--- src/logic/clsb_pkg.sv ---
// shared constants and op encodings for the logic/skip/bit execution unit
package clsb_pkg;

  localparam int unsigned NIB_W        = 4;
  localparam int unsigned BYTE_W       = 8;
  localparam int unsigned MEM_AW       = 8;
  localparam int unsigned MEM_WORDS    = 256;
  localparam int unsigned NREG         = 8;
  localparam int unsigned NPAIR        = 8;
  localparam int unsigned OP_W         = 6;

  // register index: X A H L D E B C
  localparam logic [2:0] REG_X         = 3'h0;
  localparam logic [2:0] REG_A         = 3'h1;
  localparam logic [2:0] REG_H         = 3'h2;
  localparam logic [2:0] REG_L         = 3'h3;

  // pair index 0 is the wide accumulator pair, 1 the pointer pair
  localparam logic [2:0] PAIR_ACC      = 3'h0;

  localparam logic [3:0] NIB_RST       = 4'h0;
  localparam logic       CARRY_RST     = 1'b0;
  localparam logic [3:0] NIB_ONES      = 4'hF;
  localparam logic [7:0] BYTE_ONES     = 8'hFF;

  typedef enum logic [5:0] {
    OP_NOP      = 6'h00,
    OP_OR_IMM   = 6'h01,
    OP_XOR_IMM  = 6'h02,
    OP_OR_MEM   = 6'h03,
    OP_XOR_MEM  = 6'h04,
    OP_AND_W    = 6'h05,
    OP_OR_W     = 6'h06,
    OP_XOR_W    = 6'h07,
    OP_AND_P    = 6'h08,
    OP_OR_P     = 6'h09,
    OP_XOR_P    = 6'h0A,
    OP_ROTC     = 6'h0B,
    OP_NOT_A    = 6'h0C,
    OP_INC_REG  = 6'h0D,
    OP_INC_PAIR = 6'h0E,
    OP_INC_MEM  = 6'h0F,
    OP_DEC_REG  = 6'h10,
    OP_DEC_PAIR = 6'h11,
    OP_CMP_RI   = 6'h12,
    OP_CMP_MI   = 6'h13,
    OP_CMP_AM   = 6'h14,
    OP_CMP_AR   = 6'h15,
    OP_CMP_WM   = 6'h16,
    OP_CMP_WP   = 6'h17,
    OP_CY_SET   = 6'h18,
    OP_CY_CLR   = 6'h19,
    OP_CY_SKIP  = 6'h1A,
    OP_CY_INV   = 6'h1B,
    OP_BIT_SET  = 6'h1C,
    OP_BIT_CLR  = 6'h1D,
    OP_BIT_SKT  = 6'h1E,
    OP_BIT_SKF  = 6'h1F,
    OP_BIT_TCLR = 6'h20,
    OP_CY_ANDB  = 6'h21,
    OP_CY_ORB   = 6'h22
  } clsb_op_e;

endpackage : clsb_pkg

--- src/logic/clsb_core.sv ---
// execution unit: logic ops, rotate, inc/dec skip, compare skip, bit ops
// Notes on behaviour
// - accumulator OR/XOR immediate nibble into accumulator
// - accumulator OR/XOR direct or pointer-addressed nibble
// - 8-bit AND/OR/XOR, wide acc or chosen pair
// - rotate right through carry flag
// - accumulator ones' complement
// - register increment, skip when zero
// - pointer-capable pair increment, skip when zero
// - memory nibble increment, skip when zero
// - register decrement, skip when all ones
// - pair decrement, skip when all ones
// - register/memory equals immediate skips
// - accumulator equals register/memory skips
// - wide acc equals memory nibble pair skips
// - wide acc equals register pair skips
// - carry set, clear, skip-if-one, invert
// - direct memory bit set and clear
// - indirect memory bit set and clear
// - direct bit test, true or false skip
// - indirect bit test, true or false skip
// - test bit, skip and clear if set
// - carry AND/OR memory bit into carry
`timescale 1ns/1ps

module clsb_core
  import clsb_pkg::*;
#(
  parameter int unsigned MEM_DEPTH = MEM_WORDS
)(
  input  wire logic                core_clk,
  input  wire logic                rst_n,
  input  wire logic                op_valid,
  input  wire logic [OP_W-1:0]     op_code,
  input  wire logic [3:0]          imm_nibble,
  input  wire logic [2:0]          reg_sel,
  input  wire logic [2:0]          pair_sel,
  input  wire logic [MEM_AW-1:0]   mem_addr,
  input  wire logic                use_pointer,
  input  wire logic [1:0]          bit_sel,
  output logic [3:0]               acc_q,
  output logic [3:0]               acc_hi_q,
  output logic                     carry_flag_q,
  output logic                     skip_pending_q,
  output logic                     op_done_q
);

  // ------------------------------------------------------------------
  // reset release
  // ------------------------------------------------------------------
  logic rst_s1_q;
  logic rst_s2_q;

  always_ff @(posedge core_clk or negedge rst_n)
  begin
    if (!rst_n)
    begin
      rst_s1_q <= 1'b0;
      rst_s2_q <= 1'b0;
    end
    else
    begin
      rst_s1_q <= 1'b1;
      rst_s2_q <= rst_s1_q;
    end
  end

  wire logic srst_n = rst_s2_q;

  // ------------------------------------------------------------------
  // storage: eight nibble registers (pairs are reg 2k/2k+1) and memory
  // ------------------------------------------------------------------
  logic [3:0] regs_q [NREG];
  logic [3:0] mem_q  [MEM_DEPTH];

  clsb_op_e   op;
  logic       exec;
  logic [7:0] ptr;
  logic [7:0] ea;
  logic [7:0] ea_pair;
  logic [3:0] mnib;
  logic [3:0] mnib_hi;
  logic [3:0] rnib;
  logic [7:0] wide;
  logic [7:0] pval;
  logic       mbit;

  assign op      = clsb_op_e'(op_code);
  // a pending skip swallows this instruction whatever it is
  assign exec    = op_valid && !skip_pending_q;
  assign ptr     = {regs_q[REG_H], regs_q[REG_L]};
  assign ea      = use_pointer ? ptr : mem_addr;
  assign ea_pair = {ptr[7:1], 1'b0};
  assign mnib    = mem_q[ea];
  assign mnib_hi = mem_q[ea_pair | 8'h01];
  assign rnib    = regs_q[reg_sel];
  assign wide    = {regs_q[REG_X], regs_q[REG_A]};
  assign pval    = {regs_q[{pair_sel[1:0], 1'b0}],
                    regs_q[{pair_sel[1:0], 1'b1}]};
  assign mbit    = mnib[bit_sel];

  // ------------------------------------------------------------------
  // datapath results
  // ------------------------------------------------------------------
  logic [3:0] acc_d;
  logic [3:0] rnib_d;
  logic [7:0] wide_d;
  logic [7:0] pair_d;
  logic [3:0] mem_d;
  logic       wr_acc;
  logic       wr_reg;
  logic       wr_wide;
  logic       wr_pair;
  logic       wr_mem;
  logic       carry_d;
  logic       skip_d;

  always_comb
  begin
    acc_d   = regs_q[REG_A];
    rnib_d  = rnib;
    wide_d  = wide;
    pair_d  = pval;
    mem_d   = mnib;
    wr_acc  = 1'b0;
    wr_reg  = 1'b0;
    wr_wide = 1'b0;
    wr_pair = 1'b0;
    wr_mem  = 1'b0;
    carry_d = carry_flag_q;
    skip_d  = 1'b0;
    case (op)
      OP_OR_IMM:   begin acc_d = acc_d | imm_nibble; wr_acc = 1'b1; end
      OP_XOR_IMM:  begin acc_d = acc_d ^ imm_nibble; wr_acc = 1'b1; end
      OP_OR_MEM:   begin acc_d = acc_d | mnib; wr_acc = 1'b1; end
      OP_XOR_MEM:  begin acc_d = acc_d ^ mnib; wr_acc = 1'b1; end
      OP_AND_W:    begin wide_d = wide & pval; wr_wide = 1'b1; end
      OP_OR_W:     begin wide_d = wide | pval; wr_wide = 1'b1; end
      OP_XOR_W:    begin wide_d = wide ^ pval; wr_wide = 1'b1; end
      // the wide pair itself is not a legal target here
      OP_AND_P:    begin pair_d = pval & wide; wr_pair = 1'b1; end
      OP_OR_P:     begin pair_d = pval | wide; wr_pair = 1'b1; end
      OP_XOR_P:    begin pair_d = pval ^ wide; wr_pair = 1'b1; end
      OP_ROTC:
      begin
        acc_d   = {carry_flag_q, regs_q[REG_A][3:1]};
        carry_d = regs_q[REG_A][0];
        wr_acc  = 1'b1;
      end
      OP_NOT_A:    begin acc_d = ~acc_d; wr_acc = 1'b1; end
      OP_INC_REG:
      begin
        rnib_d = rnib + 4'h1;
        wr_reg = 1'b1;
        skip_d = (rnib_d == NIB_RST);
      end
      OP_INC_PAIR:
      begin
        pair_d  = pval + 8'h01;
        wr_pair = 1'b1;
        skip_d  = (pair_d == 8'h00);
      end
      OP_INC_MEM:
      begin
        mem_d  = mnib + 4'h1;
        wr_mem = 1'b1;
        skip_d = (mem_d == NIB_RST);
      end
      OP_DEC_REG:
      begin
        rnib_d = rnib - 4'h1;
        wr_reg = 1'b1;
        skip_d = (rnib_d == NIB_ONES);
      end
      OP_DEC_PAIR:
      begin
        pair_d  = pval - 8'h01;
        wr_pair = 1'b1;
        skip_d  = (pair_d == BYTE_ONES);
      end
      OP_CMP_RI:   skip_d = (rnib == imm_nibble);
      OP_CMP_MI:   skip_d = (mnib == imm_nibble);
      OP_CMP_AR:   skip_d = (regs_q[REG_A] == rnib);
      OP_CMP_AM:   skip_d = (regs_q[REG_A] == mnib);
      OP_CMP_WM:   skip_d = (regs_q[REG_A] == mem_q[ea_pair]) &&
                            (regs_q[REG_X] == mnib_hi);
      OP_CMP_WP:   skip_d = (wide == pval);
      OP_CY_SET:   carry_d = 1'b1;
      OP_CY_CLR:   carry_d = 1'b0;
      OP_CY_SKIP:  skip_d = carry_flag_q;
      OP_CY_INV:   carry_d = ~carry_flag_q;
      OP_BIT_SET:
      begin
        mem_d[bit_sel] = 1'b1;
        wr_mem = 1'b1;
      end
      OP_BIT_CLR:
      begin
        mem_d[bit_sel] = 1'b0;
        wr_mem = 1'b1;
      end
      OP_BIT_SKT:  skip_d = mbit;
      OP_BIT_SKF:  skip_d = !mbit;
      OP_BIT_TCLR:
      begin
        skip_d = mbit;
        mem_d[bit_sel] = 1'b0;
        wr_mem = 1'b1;
      end
      OP_CY_ANDB:  carry_d = carry_flag_q & mbit;
      OP_CY_ORB:   carry_d = carry_flag_q | mbit;
      default:     skip_d = 1'b0;
    endcase
  end

  // ------------------------------------------------------------------
  // register file
  // ------------------------------------------------------------------
  always_ff @(posedge core_clk or negedge rst_n)
  begin
    if (!rst_n)
    begin
      for (int i = 0; i < NREG; i++)
        regs_q[i] <= NIB_RST;
    end
    else if (!srst_n)
    begin
      for (int i = 0; i < NREG; i++)
        regs_q[i] <= NIB_RST;
    end
    else if (exec)
    begin
      if (wr_acc)
        regs_q[REG_A] <= acc_d;
      if (wr_reg)
        regs_q[reg_sel] <= rnib_d;
      if (wr_wide)
      begin
        regs_q[REG_X] <= wide_d[7:4];
        regs_q[REG_A] <= wide_d[3:0];
      end
      if (wr_pair)
      begin
        regs_q[{pair_sel[1:0], 1'b0}] <= pair_d[7:4];
        regs_q[{pair_sel[1:0], 1'b1}] <= pair_d[3:0];
      end
    end
  end

  // ------------------------------------------------------------------
  // data memory; no reset so it maps onto a plain array
  // ------------------------------------------------------------------
  always_ff @(posedge core_clk)
  begin
    if (srst_n && exec && wr_mem)
      mem_q[ea] <= mem_d;
  end

  // ------------------------------------------------------------------
  // carry, skip and completion
  // ------------------------------------------------------------------
  always_ff @(posedge core_clk or negedge rst_n)
  begin
    if (!rst_n)
      carry_flag_q <= CARRY_RST;
    else if (!srst_n)
      carry_flag_q <= CARRY_RST;
    else if (exec)
      carry_flag_q <= carry_d;
  end

  always_ff @(posedge core_clk or negedge rst_n)
  begin
    if (!rst_n)
      skip_pending_q <= 1'b0;
    else if (!srst_n)
      skip_pending_q <= 1'b0;
    else if (op_valid)
      skip_pending_q <= exec && skip_d;
  end

  always_ff @(posedge core_clk or negedge rst_n)
  begin
    if (!rst_n)
      op_done_q <= 1'b0;
    else
      op_done_q <= srst_n && exec;
  end

  assign acc_q    = regs_q[REG_A];
  assign acc_hi_q = regs_q[REG_X];
endmodule : clsb_core

--- config.mk ---
export PLATFORM = sky130hd
export DESIGN_NAME = clsb_core
export DESIGN_NICKNAME = d
export VERILOG_FILES = /design/src/logic/clsb_pkg.sv /design/src/logic/clsb_core.sv
export SDC_FILE = /design/constraint.sdc
export NUM_CORES = 2
export LEC_CHECK = 0
export ABC_AREA = 1
export BUFFER_PORTS_ARGS = -buffer_cell sky130_fd_sc_hd__buf_4
export CAP_MARGIN = 20
export CORE_ASPECT_RATIO = 1.1
export CORE_UTILIZATION = 45
export CTS_CLUSTER_DIAMETER = 100
export DETAILED_ROUTE_END_ITERATION = 12
export PLACE_DENSITY = 0.69
export SETUP_SLACK_MARGIN = 0.3
export SLEW_MARGIN = 5
export SYNTH_ARGS = -nofsm -noshare
export SYNTH_HDL_FRONTEND = slang
export SYNTH_SLANG_ARGS = --single-unit
--- constraint.sdc ---
create_clock -name core_clk -period 43.3 [get_ports core_clk]
set_clock_uncertainty 0.2 [all_clocks]
set_input_delay 2.165 -clock core_clk [delete_from_list [all_inputs] [get_ports core_clk]]
set_output_delay 2.165 -clock core_clk [all_outputs]
set_load 0.005 [all_outputs]
# After elaboration in Yosys (flattened, before gate mapping)
# Memories as Yosys holds them, arrays and structs flattened.
# Cells that the tools add are included.
# op_classes
bitwise_logic,17
n_eq_ne,46
reduce_logical,22
addsub,5
muxes,53
order_cmp,8
# ops
op,count
two-way mux 32 bit,6
bitwise mux 32 bit,3
equality test 6 x 5 -> 1 bit (second input constant),16
equality test 6 x 4 -> 1 bit (second input constant),8
two-way mux 4 bit,12
one-hot mux 8 bit (5 select lines),1
binary-select mux 4 bit (select 3 bit),3
demux 4 bit (select 3 bit),3
two-way mux 8 bit,4
equality test 4 bit,6
equality test 6 x 3 -> 1 bit (second input constant),4
one-hot mux 4 bit (6 select lines),1
one-hot mux 8 bit (3 select lines),1
equality test 6 bit (second input constant),3
one-hot mux 1 bit (14 select lines),1
two-way mux 1 bit,13
equality test 6 x 2 -> 1 bit (second input constant),2
greater-or-equal comparator 4 bit (second input constant),3
< comparator 4 x 1 -> 1 bit (second input constant),3
inverter 3 -> 4 bit,3
bitwise OR 4 bit,3
one-hot mux 4 bit (3 select lines),1
logical AND 1 bit,9
adder 4 x 1 -> 4 bit (second input constant),2
34 further kinds,40
# word_totals
elab_cells,165
in_bits,30
ram_bits,1024
regBits,37
out_inout_bits,11
memories,1
# mem_list
name,depth,word_bits,rd,rd_ports_with_merged_regs,wr,line,rtl
mem_q,256,4,3,0,1,clsb_core.sv:74,logic [3:0] mem_q [MEM_DEPTH];

# Logic depth before layout (Yosys ltp)
# An unclocked memory read counts as a cell.
# depth
ltp_word,19
mapped_depth,32

# Worst setup path after synthesis
# OpenSTA, ideal clock, no wires.
# synth_path
path_kind,input to register
from,input use_pointer
to,"memory mem_q[0][2], data pin"
setup_slack_ns,27.005
arrival_time_ns,13.908
required_ns,40.913
path_stages,19
path_buffers,3
path_cell_list,buf_6 > o21ai_1 > inv_1 > nor2_1 > buf_2 > buf_2 > nand3_1 > nand4_1 > nand2_1 > nand2_1 > o21ai_1 > nand2_1 > inv_1 > nand2_1 > ha_1 > inv_1 > nand2_1 > nand2_1 > o21ai_0
# synth_between
elab_chain_cells,4
word_cells_on_any_way,6
classes_between,add/sub: 1; mux: 2; bitwise: 2; memory: 1
# synth_rtl
element,line,rtl
from (decl),clsb_core.sv:39,"input wire logic use_pointer,"
two-way mux 8 bit (*),clsb_core.sv:92,assign ea = use_pointer ? ptr : mem_addr;
memory (256 x 4 bit) (*),--,
"adder 4 x 1 -> 4 bit, or another cell as far along",clsb_core.sv:165,mem_d = mnib + 4'h1;
one-hot mux 4 bit (3 select lines) (*),clsb_core.sv:132,case (op)
named net mem_d[2],clsb_core.sv:109,logic [3:0] mem_d;
to (decl),clsb_core.sv:74,
# Mark *: on every way through the listed nets, which the timed path passes. The rest lies on a longest branch.

# Final worst setup path
# layout_path
from,input use_pointer
to,"memory mem_q[10][2], data pin"
# The elaborated chain is that of the path after synthesis.

==> impl_metrics.py <==
metrics = {
    "synthesis": {
        "synth.largest_area_cell": "edfxtp_1",
        "seq_area_frac_synth": 0.547,
        "flip_flop_cell_with_the_highest_count_after_synthesis": "edfxtp_1",
        "synthesis.nets": 7117,
        "synth_seq_cells": 1061,
        "syn-cell-area_sq_um": 57900,
        "synth_cell_type_count": 48,
        "postSynthCellCount": 7062,
        "ys_warn_count": 0,
        "asyncSetResetFlopFracSynth": 0.0349,
        "synth_area_leaders": "edfxtp_1, nand2_1, nand3_1",
        "area_share_of_the_largest_cell_type_after_synthesis": 0.531,
        "number_of_enable_flip_flop_cells_after_synthesis": 1024,
        "avgSynthCellArea_sq_um": 8.20,
    },
    "timing": {
        "final_hold_viol_count": 0,
        "maxClockFrequency_mhz": 112,
        "min_period_over_period": 0.206,
        "relSlewSlack": 0.161,
        "report.final.slew_viol_count": 0,
        "rsz0062_at_grt": "false",
        "final_hold_slack_ns": 0.148,
        "final_setup_vio_count": 0,
        "timing.final.crit_period_ns": 8.91,
        "transition_time_at_the_pin_with_the_least_slew_margin_ns": 1.25,
        "final.setup.tns_ns": 0,
    },
    "floorplan": {
        "coreArea_sq_um": 127000,
        "row_count": 137,
        "starting_density_of_the_core": 0.455,
        "number_of_top_level_pins": 41,
        "area_of_the_die_sq_um": 130000,
        "fp.dieW_um": 344,
        "height_of_the_die_um": 378,
    },
    "critical_path": {
        "worstPathRequired_ns": 43.50,
        "worst_r2r_startpoint": "ptr[0]",
        "critical_path_arrival_ns": 9.11,
        "peak_per_stage_delay_on_the_critical_path_ns": 0.92,
        "worst_r2r_path_depth": 26,
        "cp_common_cell": "nand2_1",
        "crit_path_end": "mem_q[10][2]",
        "critical_path.endpoint_type": "flop",
        "rr_endpoint": "mem_q[10][2]",
        "setup.worst_path.start_class": "input port",
        "worst-setup-path-type": "input port to flop",
        "flop_to_flop_setup_slack_ns": 35.50,
        "cp_slowest_cell": "buf_4",
        "cp_max_fo": 182,
        "crit_start": "use_pointer",
    },
    "clock_network": {
        "cts_num_sinks": 1061,
        "cts_setup_buffers": 0,
        "clock_latency_reported_for_the_late_side_of_the_worst_skew_pair_ns": 0.74,
        "clkTransAtPathRegs_ns": 0.06,
        "master_cell_of_the_clock_root_buffer": "clkbuf_16",
        "resized_cells_post_cts": 0,
        "cts_tree": "done",
        "htree_levels": 3,
        "ctsLongestPathBuffers": 3,
        "cts-hold-fix-buffers": 0,
        "tritoncts.num_buffers": 106,
    },
    "final_layout": {
        "design.final.nets": 6861,
        "final.fill_count": 11800,
        "area.sequential_sq_um": 31700,
        "most_common_library_cell_in_the_layout_ignoring_fill_and_taps": "nand2_1",
        "multi_input_gate_area_in_the_final_layout_sq_um": 22600,
        "final_layout_size_suffix_gt1_frac": 0.0447,
        "final_cell_mix": "nand2_1, edfxtp_1, nand3_1, nor2_1, o21ai_0",
        "area_growth_syn_to_layout_pct": 7.76,
    },
    "pwr": {
        "power_frac_seq": 0.490,
        "total_switching_power_uw": 637,
        "cell_int_power_mw": 1.78,
        "irDropWorstVdd_mv": 0.0324,
        "clkPwrFrac": 0.396,
        "swShare": 0.263,
        "power.density_cell_area_nw_per_um2": 38.8,
        "combPwrFrac": 0.114,
        "cellLeakagePower_nw": 24.2,
    },
    "outcome": {
        "run_status": "complete, no violations",
    },
    "global_route": {
        "antenna_found_initial": 2,
        "grt.met3_usage": 0.0593,
        "grt.met1_usage": 0.397,
        "groute.usage.overall": 0.299,
        "gr-total-overflow": 0,
        "gr-usage-met2": 0.461,
        "grt_max_degree": 211,
        "vias_in_the_first_global_route": 47200,
        "wire_length_of_the_first_global_routing_pass_um": 294000,
        "grt.busiest_layer": "met2",
    },
    "routing": {
        "viasPerCell": 5.99,
        "vias": 51300,
        "postRouteWirelength_um": 198000,
        "post-route-drc-count": 0,
        "detailed_router_iteration_count_before_antenna_repair": 8,
        "drt-wirelength-per-cell_um": 23.1,
        "initialDrtViolationCount": 7097,
        "final_antenna_net_count": 0,
    },
    "place": {
        "dp.final_hpwl_um": 120000,
        "place_congestion": 0.974,
        "port-buffer-count": 39,
    },
    "hold_path": {
        "worstHoldPathType": "flop to flop",
    },
    "run": {
        "drv.max_cap_violation_count": 0,
    },
}
==> state kept, by name (all words and copies together), names as in the netlist <==
name and cells:
ptr 1, skip_pending_q 1, regs_q 16, op_done_q 1, rst_s1_q 1, acc_q 4
mem_q 1024, rst_s2_q 1, carry_flag_q 1, ea_pair 7, acc_hi_q 4
==> metrics by stage <==
step	setup slack [ns]	cell area [sq um]	instances	power (mW)	util
final	34.39	62400	8564	2.42	0.490
after global routing	34.12	62400	8563	2.47	0.490
after CTS	34.71	62400	8563	2.41	0.490
after detailed placement	33.97	58800	8366	1.47	0.463
after global placement	34.07	58800	8365	1.47	0.462
after floorplan	27.00	57900	7062	1.40	-
==> critical path: cells and delay by family <==
kind            cells  cell delay (ns)
compound gates      1             0.16
fa+ha+maj           1             0.20
buf+inv             7             3.36
simple gates       17             2.68
==> kinds of logic (layout without fill, tap and decap cells) <==
logic type / after synthesis / in the layout / share of synthesized area
XOR/XNOR: 15 / 15 / 0.00227
adder cells (fa/ha/maj): 25 / 25 / 0.00540
AO/OA/AOI/OAI: 1075 / 1075 / 0.0996
other: 1 / 2 / 0.0000648
flip-flops: 1061 / 1061 / 0.547
buffers and inverters: 863 / 696 / 0.0637
AND/OR/NAND/NOR: 4022 / 4022 / 0.282
==> per-layer routing <==
metal,vias up,share of wire
met1,24000,0.38
met3,553,0.12
li1,23300,-
met2,3443,0.45
met4,2,0.056
met5,-,0.000086
==> synth_stat cells (3+ instances only) <==
cell       instances
nor4_1             4
nor2_4             3
o21ai_0          547
a22oi_1            5
o211ai_1          15
a31oi_1            5
inv_1            373
buf_4             43
nand3_1          867
nor2_1           694
nand2_1         2407
edfxtp_1        1024
ha_1              25
inv_2              5
clkbuf_1         261
buf_6             13
a221oi_1           6
o21a_1             4
o21ai_1           41
o2111ai_1          3
nand2_2            4
nor3_1            17
o22ai_1          171
a21oi_1          261
o221ai_1           6
dfrtp_1           37
buf_2            151
nand4_1           20
xor2_1            13
buf_1             15
==> cell type report <==
| class | count | area share |
|---|---|---|
| Clock buffer | 132 | 0.0451 |
| Tap cell | 1668 | 0.0335 |
| Multi-Input combinational cell | 5138 | 0.363 |
| Sequential cell | 1061 | 0.508 |
| Clock inverter | 65 | 0.0119 |
| Antenna cell | 1 | 0.0000401 |
| Timing Repair Buffer | 119 | 0.0155 |
| Inverter | 380 | 0.0231 |
==> power by group through the flow <==
stage	sequential [mW]	clock, mW	combinational [mW]
6_report	1.18	0.958	0.276
5_1_grt	1.18	0.994	0.294
4_1_cts	1.18	0.960	0.268
3_5_place_dp	1.21	0	0.268
3_3_place_gp	1.21	0	0.264
2_1_floorplan	1.24	0	0.161
==> worst min path at each step <==
stage                  start        to  slack (ns)  cells past startpoint
global placement    rst_s1_q  rst_s2_q        0.14                      0
finish              rst_s1_q  rst_s2_q        0.15                      0
floorplan           rst_s1_q  rst_s2_q        0.13                      0
CTS                 rst_s1_q  rst_s2_q        0.15                      0
global route        rst_s1_q  rst_s2_q        0.17                      0
detailed placement  rst_s1_q  rst_s2_q        0.14                      0
No activity file was read; power rests on OpenSTA's default activity.
